### src/design/pdct_defines.svh
// Offsets, field positions, reset values and timing counts of the timer.
// Included by the timer; holds definitions only.
`ifndef PDCT_DEFINES_SVH
`define PDCT_DEFINES_SVH
// ----------------------------------------
// Register offsets (byte index on the plain port)
// ----------------------------------------
`define PDCT_OFF_CTL0 8'h00
`define PDCT_OFF_CTL1 8'h01
`define PDCT_OFF_CNTH 8'h02
`define PDCT_OFF_CNTL 8'h03
`define PDCT_OFF_RLDH 8'h04
`define PDCT_OFF_RLDL 8'h05
`define PDCT_OFF_PWMH 8'h06
`define PDCT_OFF_PWML 8'h07
`define PDCT_OFF_DBND 8'h08
// ----------------------------------------
// Field positions
// ----------------------------------------
`define PDCT_CTL1_EN 7
`define PDCT_CTL1_POL 6
`define PDCT_CTL1_PRE_LO 3
`define PDCT_CTL1_MODE_LO 0
`define PDCT_CTL0_MODEHI 7
`define PDCT_CTL0_ICFG_LO 5
`define PDCT_CTL0_CAPF 4
`define PDCT_CTL0_OUTEN 0
// ----------------------------------------
// Values and reset values
// ----------------------------------------
`define PDCT_COUNT_RESTART 16'h0001
`define PDCT_COUNT_RESET 16'h0001
`define PDCT_RELOAD_RESET 16'hFFFF
`define PDCT_CAP_CLEAR 16'h0000
`define PDCT_DBND_MAX 8'h80
`endif

### src/design/pdct_pkg.sv
// Types shared by the PWM and capture timer.
// Assumes pdct_defines.svh sits on the include path.
package pdct_pkg;
  // Mode code: {mode_select_high, mode_select_low}
  typedef enum logic [3:0] {
    PDCT_MODE_PWM_SINGLE = 4'h3,
    PDCT_MODE_CAPTURE = 4'h4,
    PDCT_MODE_PWM_DUAL = 4'h8
  } pdct_mode_t;
  // Interrupt source selection
  typedef enum logic [1:0] {
    PDCT_ICFG_BOTH = 2'h0,
    PDCT_ICFG_BOTH_ALT = 2'h1,
    PDCT_ICFG_CAPTURE = 2'h2,
    PDCT_ICFG_RELOAD = 2'h3
  } pdct_icfg_t;
  // Register port request
  typedef struct packed {
    logic [7:0] addr;
    logic [7:0] wdata;
    logic wr;
    logic rd;
  } pdct_bus_req_t;
  // Pin group of the timer
  typedef struct packed {
    logic out;
    logic out_en;
    logic comp;
    logic comp_en;
  } pdct_pins_t;
endpackage

### src/design/pdct_timer.sv
// PWM single/dual output and capture timer with a plain register port.
// Assumes one 10 MHz clock; the timer input pin is asynchronous.
//
// Operation
// - PWM start count used once, then 0001H
// - Counter ticks on prescaled clock to reload
// - Count equal match toggles the output
// - Reload raises interrupt, restarts at 0001H
// - Polarity sets start, match and reload levels
// - Dual mode drives complement of output
// - Dual mode rising edges delayed by deadband cycles, at most 80H
// - Dual mode turns input pin into complement
// - Mode from both mode select fields
// - Capture counter runs on prescaled clock
// - Selected input edge copies count to PWM
// - Capture raises interrupt, sets cause flag
// - Capture reload raises interrupt, clears flag
// - Interrupt source config picks capture/reload
// - Output driven only with alternate enabled
`timescale 1ns/1ps
`include "pdct_defines.svh"
module pdct_timer #(
  parameter int PRE_W = 3 // Prescale field width, divide 2^n
) (
  input wire logic i_sys_clk, // System clock 10 MHz
  input wire logic i_resetn, // Async reset, active low
  input wire pdct_pkg::pdct_bus_req_t i_bus, // Register request
  output logic [7:0] o_rdata, // Read data, cycle after read
  input wire logic i_tin, // Timer input pin level
  output logic o_tout, // Timer output level
  output logic o_tout_oe, // Timer output enable
  output logic o_tcomp, // Complement output level
  output logic o_tcomp_oe, // Complement output enable
  output logic o_irq // Timer interrupt pulse
);
  // ----------------------------------------
  // Registers
  // ----------------------------------------
  logic [7:0] ctl0_q, ctl1_q, dbnd_q; // Control and deadband
  logic [15:0] cnt_q, rld_q, pwm_q; // Count, reload, match/capture
  logic [7:0] pre_q; // Prescale divider
  logic pwm_lvl_q; // Raw PWM level
  logic [7:0] dly_q, dlyc_q; // Deadband counters
  logic [2:0] tin_q; // Input synchroniser
  logic tin_old_q; // Last agreed input level
  logic capf_q; // Capture cause flag
  logic [7:0] rd_q; // Read data
  logic tout_q, tcomp_q, touten_q, tcompen_q, irq_q;
  // ----------------------------------------
  // Decode
  // ----------------------------------------
  wire en = ctl1_q[`PDCT_CTL1_EN];
  wire pol = ctl1_q[`PDCT_CTL1_POL];
  wire [3:0] mode = {ctl0_q[`PDCT_CTL0_MODEHI],
                     ctl1_q[`PDCT_CTL1_MODE_LO +: 3]};
  wire is_dual = mode == pdct_pkg::PDCT_MODE_PWM_DUAL;
  wire is_pwm = is_dual || mode == pdct_pkg::PDCT_MODE_PWM_SINGLE;
  wire is_cap = mode == pdct_pkg::PDCT_MODE_CAPTURE;
  wire [1:0] icfg = ctl0_q[`PDCT_CTL0_ICFG_LO +: 2];
  wire [PRE_W-1:0] pre_sel = ctl1_q[`PDCT_CTL1_PRE_LO +: PRE_W];
  wire [7:0] pre_lim = 8'((9'h1 << pre_sel) - 9'h1);
  // Tick once per prescaled period
  wire tick = en && (pre_q == pre_lim);
  wire at_rld = tick && (cnt_q == rld_q);
  wire at_match = tick && is_pwm && (cnt_q == pwm_q) && !at_rld;
  // Input edge once second and third stages agree and differ from old
  wire agreed = tin_q[1] == tin_q[2];
  wire edge_ok = agreed && (tin_q[2] != tin_old_q);
  wire cap_ev = en && is_cap && edge_ok &&
                (tin_q[2] == !pol);
  wire wr = i_bus.wr;
  wire [7:0] a = i_bus.addr;
  wire [7:0] w = i_bus.wdata;
  wire irq_cap = cap_ev && icfg != pdct_pkg::PDCT_ICFG_RELOAD;
  wire irq_rld = at_rld && (!is_cap ||
                 icfg != pdct_pkg::PDCT_ICFG_CAPTURE);
  // Deadband: active-going edges wait dbnd cycles
  wire [7:0] dbnd = (dbnd_q > `PDCT_DBND_MAX) ? `PDCT_DBND_MAX : dbnd_q;
  wire p_act = pwm_lvl_q;
  wire c_act = !pwm_lvl_q;
  wire p_go = p_act && (dbnd == 8'h00 || dly_q >= dbnd);
  wire c_go = c_act && (dbnd == 8'h00 || dlyc_q >= dbnd);
  wire out_en = ctl0_q[`PDCT_CTL0_OUTEN];
  // ----------------------------------------
  // Control registers and read port
  // ----------------------------------------
  // Software writes; hardware owns flag bit in ctl0
  always_ff @(posedge i_sys_clk or negedge i_resetn) begin
    if (!i_resetn) begin
      ctl0_q <= 8'h00;
      ctl1_q <= 8'h00;
      dbnd_q <= 8'h00;
      rld_q <= `PDCT_RELOAD_RESET;
    end else if (wr) begin
      if (a == `PDCT_OFF_CTL0) ctl0_q <= w;
      if (a == `PDCT_OFF_CTL1) ctl1_q <= w;
      if (a == `PDCT_OFF_DBND) dbnd_q <= w;
      if (a == `PDCT_OFF_RLDH) rld_q[15:8] <= w;
      if (a == `PDCT_OFF_RLDL) rld_q[7:0] <= w;
    end
  end
  // Read mux; unmapped offsets read zero
  always_ff @(posedge i_sys_clk or negedge i_resetn) begin
    if (!i_resetn) rd_q <= 8'h00;
    else if (!i_bus.rd) rd_q <= 8'h00;
    else begin
      case (a)
        `PDCT_OFF_CTL0: rd_q <= {ctl0_q[7:5], capf_q, ctl0_q[3:0]};
        `PDCT_OFF_CTL1: rd_q <= ctl1_q;
        `PDCT_OFF_CNTH: rd_q <= cnt_q[15:8];
        `PDCT_OFF_CNTL: rd_q <= cnt_q[7:0];
        `PDCT_OFF_RLDH: rd_q <= rld_q[15:8];
        `PDCT_OFF_RLDL: rd_q <= rld_q[7:0];
        `PDCT_OFF_PWMH: rd_q <= pwm_q[15:8];
        `PDCT_OFF_PWML: rd_q <= pwm_q[7:0];
        `PDCT_OFF_DBND: rd_q <= dbnd_q;
        default: rd_q <= 8'h00;
      endcase
    end
  end
  // ----------------------------------------
  // Counter and prescaler
  // ----------------------------------------
  // Software count write applies at any time, wins over reload and tick, and sets the first pass only
  always_ff @(posedge i_sys_clk or negedge i_resetn) begin
    if (!i_resetn) begin
      cnt_q <= `PDCT_COUNT_RESET;
      pre_q <= 8'h00;
    end else begin
      pre_q <= (!en || tick) ? 8'h00 : pre_q + 8'h01;
      if (wr && a == `PDCT_OFF_CNTH) cnt_q[15:8] <= w;
      else if (wr && a == `PDCT_OFF_CNTL) cnt_q[7:0] <= w;
      else if (at_rld) cnt_q <= `PDCT_COUNT_RESTART;
      else if (tick) cnt_q <= cnt_q + 16'h0001;
    end
  end
  // Match/capture register: software value or captured count
  always_ff @(posedge i_sys_clk or negedge i_resetn) begin
    if (!i_resetn) pwm_q <= `PDCT_CAP_CLEAR;
    else if (cap_ev) pwm_q <= cnt_q;
    else if (wr && a == `PDCT_OFF_PWMH) pwm_q[15:8] <= w;
    else if (wr && a == `PDCT_OFF_PWML) pwm_q[7:0] <= w;
  end
  // ----------------------------------------
  // Input synchroniser and capture flag
  // ----------------------------------------
  // Three stages; stage 1 only feeds stage 2
  always_ff @(posedge i_sys_clk or negedge i_resetn) begin
    if (!i_resetn) begin
      tin_q <= 3'h0;
      tin_old_q <= 1'b0;
      capf_q <= 1'b0;
    end else begin
      tin_q <= {tin_q[1:0], i_tin};
      if (agreed) tin_old_q <= tin_q[2];
      if (cap_ev) capf_q <= 1'b1;
      else if (at_rld && is_cap) capf_q <= 1'b0;
    end
  end
  // ----------------------------------------
  // PWM level and deadband
  // ----------------------------------------
  // Raw level: pol=1 starts high, low at match, high at reload
  always_ff @(posedge i_sys_clk or negedge i_resetn) begin
    if (!i_resetn) pwm_lvl_q <= 1'b0;
    else if (!en || !is_pwm) pwm_lvl_q <= pol;
    else if (at_rld) pwm_lvl_q <= pol;
    else if (at_match) pwm_lvl_q <= !pwm_lvl_q;
  end
  // Count cycles each output has been wanting to go active
  always_ff @(posedge i_sys_clk or negedge i_resetn) begin
    if (!i_resetn) begin
      dly_q <= 8'h00;
      dlyc_q <= 8'h00;
    end else begin
      dly_q <= (!p_act || !en) ? 8'h00 :
               (dly_q == 8'hFF ? dly_q : dly_q + 8'h01);
      dlyc_q <= (!c_act || !en) ? 8'h00 :
                (dlyc_q == 8'hFF ? dlyc_q : dlyc_q + 8'h01);
    end
  end
  // ----------------------------------------
  // Pin outputs and interrupt
  // ----------------------------------------
  // Single mode has no deadband; falling edges are immediate
  always_ff @(posedge i_sys_clk or negedge i_resetn) begin
    if (!i_resetn) begin
      tout_q <= 1'b0;
      tcomp_q <= 1'b0;
      touten_q <= 1'b0;
      tcompen_q <= 1'b0;
      irq_q <= 1'b0;
    end else begin
      tout_q <= en && is_pwm && (is_dual ? p_go : pwm_lvl_q);
      tcomp_q <= en && is_dual && c_go;
      touten_q <= out_en && (is_pwm || !en);
      tcompen_q <= out_en && is_dual;
      irq_q <= irq_cap || irq_rld;
    end
  end
  assign o_rdata = rd_q;
  assign o_tout = tout_q;
  assign o_tout_oe = touten_q;
  assign o_tcomp = tcomp_q;
  assign o_tcomp_oe = tcompen_q;
  assign o_irq = irq_q;
endmodule

### config.mk
export PLATFORM = sky130hd
export DESIGN_NAME = pdct_timer
export DESIGN_NICKNAME = d
export VERILOG_FILES = /design/src/design/pdct_pkg.sv /design/src/design/pdct_timer.sv
export VERILOG_INCLUDE_DIRS = /design/src /design/src/design
export SDC_FILE = /design/constraint.sdc
export NUM_CORES = 1
export LEC_CHECK = 0
export BUFFER_PORTS_ARGS = -buffer_cell sky130_fd_sc_hd__buf_2
export CAP_MARGIN = 0
export CORE_MARGIN = 3
export CORE_UTILIZATION = 55
export CTS_CLUSTER_DIAMETER = 200
export DETAILED_ROUTE_END_ITERATION = 7
export PLACE_DENSITY = 0.79
export SYNTH_ARGS = -nofsm -noshare
export SYNTH_HDL_FRONTEND = slang
export SYNTH_SLANG_ARGS = --single-unit
export TNS_END_PERCENT = 30
### constraint.sdc
create_clock -name i_sys_clk -period 3.85 [get_ports i_sys_clk]
set_input_delay 0.1925 -clock i_sys_clk [delete_from_list [all_inputs] [get_ports i_sys_clk]]
set_output_delay 0.1925 -clock i_sys_clk [all_outputs]
set_load 0.005 [all_outputs]
=== Word-level counts from Yosys, hierarchy flattened ===
Cells that the tools add are included.

* Register bits: 115
* Bits of input ports: 21
* Output and inout port bits: 13
* Word-level logic and storage cells: 136

* Add/sub/neg operators: 5
* Order comparisons: 3
* Equality and inequality tests: 25
* Shift operators: 1
* Muxes and demuxes: 23
* Bitwise logic cells: 1
* Reduce and logical (&&, ||, !) cells: 56

{| class="wikitable"
|+ Operators with widths
! cell !! number
|-
| 8-bit 2-to-1 mux || 13
|-
| 8-bit case mux with 9 select lines || 1
|-
| 16-bit 2-to-1 mux || 3
|-
| 16-bit equality test || 2
|-
| 8-bit by 3-bit equality test with 1-bit output, second input constant || 4
|-
| 8-bit by 1-bit adder with 8-bit output, second input constant || 3
|-
| 1-bit logical AND || 24
|-
| 16-bit by 1-bit adder with 16-bit output, second input constant || 1
|-
| 8-bit by 2-bit equality test with 1-bit output, second input constant || 2
|-
| 8-bit equality test, second input constant || 2
|-
| 8-bit >= comparator || 2
|-
| 8-bit logical NOT || 2
|-
| 2-bit AND reduction || 8
|-
| 2-bit inequality test, second input constant || 6
|-
| 1-bit logical OR || 10
|-
| 3-bit nonzero test || 3
|-
| 8-bit by 1-bit equality test with 1-bit output, second input constant || 1
|-
| 8-bit by 4-bit equality test with 1-bit output, second input constant || 1
|-
| 8-bit equality test || 1
|-
| 8-bit greater-than comparator, second input constant || 1
|-
| 1-bit by 3-bit << shifter with 8-bit output, first input constant || 1
|-
| 8-bit by 1-bit subtractor with 8-bit output, second input constant || 1
|-
| 1-bit logical NOT || 6
|-
| 1-bit 2-to-1 mux || 6
|-
| other kinds (7) || 10
|}

=== Logic depth before layout (Yosys ltp) ===
* Word-level depth: 10
* Depth in mapped cells: 9
* Depth with buffers taken out: 8

=== Least setup slack after synthesis ===
OpenSTA, ideal clock, no wires.

* Kind: reg-to-reg
* Start point: reg cnt_q[0]
* End point: reg cnt_q[12]
* Setup time: 0.137 ns
* Arrival time: 2.328 ns
* Data required time: 3.713 ns
* Path slack: 1.385 ns
* Cell stages (with the launch flop): 10
* Path buffers: 3
* Cells stage by stage: dfstp_2 clkbuf_1 xnor2_1 nand4_1 nor4_1 buf_2 buf_2 nor2_1 o311ai_0 nand3_1

* Cells in the longest elaborated chain, start to end: 5
* Elaborated cells between the ends (all ways): 9

{| class="wikitable"
|+ Ends and longest elaborated chain
! element !! RTL line !! RTL
|-
| start, declared || pdct_timer.sv:40 || <nowiki>logic [15:0] cnt_q, rld_q, pwm_q;</nowiki>
|-
| start signal, assigned || pdct_timer.sv:127 || <nowiki>cnt_q <= `PDCT_COUNT_RESET;</nowiki>
|-
| start signal, assigned || pdct_timer.sv:132 || <nowiki>else if (wr && a == `PDCT_OFF_CNTL) cnt_q[7:0] <= w;</nowiki>
|-
| start signal, assigned || pdct_timer.sv:133 || <nowiki>else if (at_rld) cnt_q <= `PDCT_COUNT_RESTART;</nowiki>
|-
| 16-bit by 1-bit adder with 16-bit output / 16-bit equality test (equally long branches) || pdct_timer.sv:134, pdct_timer.sv:64 ||
|-
| 16-bit 2-to-1 mux / 1-bit logical AND (equally long branches) || pdct_timer.sv:134, pdct_timer.sv:64 ||
|-
| 16-bit 2-to-1 mux || pdct_timer.sv:133 ||
|-
| 8-bit 2-to-1 mux || pdct_timer.sv:132 ||
|-
| 8-bit 2-to-1 mux || pdct_timer.sv:131 || <nowiki>if (wr && a == `PDCT_OFF_CNTH) cnt_q[15:8] <= w;</nowiki>
|}

Several ways; a longest one is shown, not always the timed one. The select of a mux whose other input is x is not followed.
A chain may end at the register's enable or synchronous reset.

=== Worst setup path in the final report ===
* Start point: reg ctl1_q[5]
* End point: reg cnt_q[7]

* Cells in the longest elaborated chain, start to end: 7
* Elaborated cells between the ends (all ways): 9

{| class="wikitable"
|+ Ends and longest elaborated chain
! element !! RTL line !! RTL
|-
| start, declared || pdct_timer.sv:39 || <nowiki>logic [7:0] ctl0_q, ctl1_q, dbnd_q;</nowiki>
|-
| start signal, assigned || pdct_timer.sv:96 || <nowiki>if (a == `PDCT_OFF_CTL1) ctl1_q <= w;</nowiki>
|-
| 1-bit by 3-bit << shifter with 8-bit output * || pdct_timer.sv:61 || <nowiki>wire [7:0] pre_lim = 8'((9'h1 << pre_sel) - 9'h1);</nowiki>
|-
| 8-bit by 1-bit subtractor with 8-bit output * || pdct_timer.sv:61 ||
|-
| 8-bit equality test * || pdct_timer.sv:63 || <nowiki>wire tick = en && (pre_q == pre_lim);</nowiki>
|-
| 1-bit logical AND * || pdct_timer.sv:63 ||
|-
| 1-bit logical AND || pdct_timer.sv:64 || <nowiki>wire at_rld = tick && (cnt_q == rld_q);</nowiki>
|-
| 3-bit nonzero test (no line) / 16-bit 2-to-1 mux (equally long branches) || n/a ||
|-
| 2-bit AND reduction (no line) / 8-bit 2-to-1 mux (equally long branches) || n/a ||
|}

Mark *: on every way between the ends. The rest lies on a longest branch, timed or not.

==> key figures <==
STA
  • FMAX: 0.364 GHz
  • Rel. slew slack: 0.314
  • Period utilization: 0.713
  • RSZ-0062 raised after global routing: no
  • Setup violations, final: 0
  • Skew final: 9.17 ps
  • Final Max Tran Viols: 0
  • Setup_tns: 0 ps
  • Worst Tran Pin Value: 1020 ps
  • Fin crit period: 2750 ps
  • Hold Fails Final Rpt: 0
  • Worst Hold Margin: 164 ps

Worst setup path
  • WP data arrival: 3040 ps
  • Crit. End Element: register
  • Crit-path leading delay family: compound AO/OA/AOI/OAI gates
  • R2R Setup Slk: 1100 ps
  • CP Cell Sequence: nor3_1, o21ai_0, a2111oi_2, nand3_1, a22o_1, a211o_1
  • CP Buf/Inv Count: 0
  • CP Max Fanout: 16
  • CP max-delay cell: nand3_1
  • Crit. Startpoint: ctl1_q[5]$_DFFE_PN0P_
  • Critical path class: reg2reg
  • Reg-to-Reg Start: ctl1_q[5]$_DFFE_PN0P_
  • WP data required: 4150 ps
  • Max stage delay on crit path: 610 ps
  • Critical Path Start Type: register

Cells and area
  • # diodes: 0
  • Share of cells above drive strength 1: 0.209
  • Area grow syn2layout: 12.5%
  • Fillcell total: 911
  • Commonest non-fill, non-tap cells in the layout: 97 x dfrtp_1, 75 x nor2_1, 48 x mux2_2
  • Commonest non-fill, non-tap cell in the layout: dfrtp_1
  • Final #Nets: 750

Synthesis
  • Synth Cell Area: 6800 µm²
  • Post-Syn Area per Cell: 9.72 µm²
  • Synth Register Bits: 114
  • Mapped Nets: 741
  • Register area share after synthesis: 0.423
  • Yosys cell types: 65
  • Top FF cell, synth: dfrtp_1
  • Yosys warning count: 0
  • Syn Inst Count: 700
  • Ys async rst share: 1.00
  • Post-synth EDFFs: 0

Detailed routing
  • Vias: 5,688
  • DRC: 0
  • Wire per inst: 20.1 µm
  • DRT iter0 DRCs: 508
  • Initial DRT Pass Iterations: 7
  • Final WL: 17,800 µm
  • Routed Antenna Nets: 0
  • Vias per cell: 6.42

CTS
  • CTS tree: yes
  • PostCTS Resize Cnt: 0
  • H-tree depth: 4
  • Root Buffer: clkbuf_16
  • Max clock buf depth: 2
  • Worst-Skew Late Latency: 420 ps
  • CTS Buf Count: 17
  • Clock sink count: 114
  • Worst-path clk slew: 60 ps

Floorplan
  • Die height: 117 µm
  • # rows: 39
  • Core area: 11,800 µm²
  • Die Span X: 117 µm
  • Initial Util: 0.578
  • Full die area: 13,700 µm²
  • I/O Pins: 34

Placement
  • Final Wtd Congestion: 0.959
  • Detailed Place HPWL: 12,100 µm
  • # port buffers: 33

Pwr
  • VDD IR max: 0.000317 V
  • P per Cell Area: 446 nW/µm²
  • Leakage power: 3.15 nW

Global route
  • Vias in the first global route: 5,433
  • Largest net degree at the start of global routing: 71
  • Initial antenna violation count: 1
  • Grt total ovfl: 0
  • Gr usage total: 0.272
  • Global-route wire length before repair: 28,400 µm

Worst hold path
  • Hold Path Class: in2reg
  • HP Start: i_bus[4]

Status
  • Status: finished clean

Run
  • MaxCap Viol Count: 0
==> area by class of cell <==
cell class / instances / area (µm²) / share of cell area
multi-input combinational: 518 / 3660 / 0.478
sequential: 114 / 2870 / 0.376
clock buffer: 21 / 450 / 0.0589
timing repair buffer: 43 / 248 / 0.0324
tap: 164 / 205 / 0.0268
clock inverter: 11 / 160 / 0.0209
inverter: 15 / 56.3 / 0.00736
==> sequential cells by signal, summed over array words and instances (netlist names), 3 cells and up <==
signal	count
ctl0_q	7
dlyc_q	8
dbnd_q	8
pwm_q	16
tin_q	3
pre_q	8
dly_q	8
cnt_q	16
rld_q	16
ctl1_q	8
o_rdata	8
==> worst reg2reg max path, stage by stage (launching register included) <==
cell and delay (ps):
dfrtp_1 480, nor3_1 210, o21ai_0 140, a2111oi_2 520, nand3_1 610, a22o_1 380, a211o_1 290
==> report_power, final <==
part | switching, mW | internal [mW]
combinational | 0.198 | 0.177
clock | 0.541 | 1.09
sequential | 0.136 | 1.27
==> stage by stage <==
step	total power [mW]	util	setup slack [ps]	std cells	cell area [µm²]
6_report	3.41	0.650	1100	886	7650
5_1_grt	3.53	0.650	725	886	7650
4_1_cts	3.42	0.650	1150	886	7650
3_5_place_dp	1.78	0.597	911	852	7020
3_3_place_gp	1.77	0.597	966	852	7020
2_1_floorplan	1.65	-	1380	700	6800
==> cells in the mapped netlist (3+ instances only) <==
| library cell | count | area (µm²) |
|---|---|---|
| and2_1 | 3 | 18.8 |
| o22ai_1 | 3 | 18.8 |
| ha_1 | 20 | 250 |
| a31oi_1 | 8 | 50.1 |
| nand2_1 | 34 | 128 |
| o211ai_1 | 7 | 52.6 |
| nor2b_1 | 6 | 37.5 |
| a211oi_1 | 4 | 30.0 |
| buf_2 | 9 | 45.0 |
| nor2_1 | 75 | 282 |
| nor4b_1 | 3 | 26.3 |
| buf_1 | 5 | 18.8 |
| nand3b_1 | 4 | 30.0 |
| o31ai_1 | 9 | 67.6 |
| nand3_1 | 31 | 155 |
| nand4_1 | 18 | 113 |
| mux2_2 | 48 | 541 |
| nand4b_1 | 3 | 26.3 |
| mux2i_1 | 24 | 240 |
| o21ai_0 | 20 | 100 |
| clkbuf_1 | 35 | 131 |
| a22oi_1 | 19 | 143 |
| clkbuf_2 | 3 | 15.0 |
| a221oi_1 | 3 | 26.3 |
| xor2_1 | 8 | 70.1 |
| dfrtp_1 | 97 | 2430 |
| a22o_1 | 4 | 35.0 |
| nand2b_1 | 6 | 37.5 |
| or4_1 | 3 | 22.5 |
| or3_1 | 4 | 25.0 |
| and3_1 | 17 | 106 |
| inv_1 | 15 | 56.3 |
| nor3_2 | 3 | 30.0 |
| mux4_2 | 4 | 90.1 |
| nor3_1 | 12 | 60.1 |
| a21oi_1 | 43 | 215 |
| nor4_1 | 5 | 31.3 |
| xnor2_1 | 36 | 315 |
| dfstp_2 | 17 | 447 |
| a21o_1 | 3 | 22.5 |
==> timing repair <==
| action | 4_1_cts | 5_1_grt |
|---|---|---|
| hold endpoints to repair | 59 | 0 |
| setup buffers | 0 | 0 |
| endpoints found under the setup margin | 0 | 0 |
| hold buffers | 2 | 0 |
==> routing by layer <==
| layer | up-vias | routed length (µm) | GRT usage | part of all wire |
|---|---|---|---|---|
| li1 | 2574 | - | - | - |
| met1 | 2753 | 7420 | 0.370 | 0.42 |
| met2 | 308 | 8110 | 0.412 | 0.45 |
| met3 | 51 | 1790 | 0.0684 | 0.10 |
| met4 | 2 | 513 | 0.122 | 0.029 |
| met5 | - | 7 | 0 | 0.00039 |
==> logic make-up (layout without fill, tap and decap cells) <==
| group | after synthesis | after routing | share of synthesized area |
|---|---|---|---|
| adder cells (fa/ha/maj) | 21 | 21 | 0.0383 |
| multiplexers | 76 | 76 | 0.128 |
| AO/OA/AOI/OAI | 139 | 139 | 0.134 |
| XOR/XNOR | 44 | 44 | 0.0567 |
| flip-flops | 114 | 114 | 0.423 |
| AND/OR/NAND/NOR | 238 | 238 | 0.180 |
| buffers and inverters | 68 | 90 | 0.0408 |
==> worst paths after layout <==
| kind | end | cells past startpoint |
|---|---|---|
| max | cnt_q[7]$_DFFE_PN0P_ | 6 |
| min | cnt_q[10]$_DFFE_PN0P_ | 3 |
| max reg2reg | cnt_q[7]$_DFFE_PN0P_ | 6 |
| min reg2reg | tin_q[1]$_DFF_PN0_ | 0 |
| max in group asynchronous | rld_q[1]$_DFFE_PN1P_ | 3 |
| min in group asynchronous | dly_q[3]$_DFFE_PN0P_ | 2 |
No activity file was read; power rests on OpenSTA's default activity.
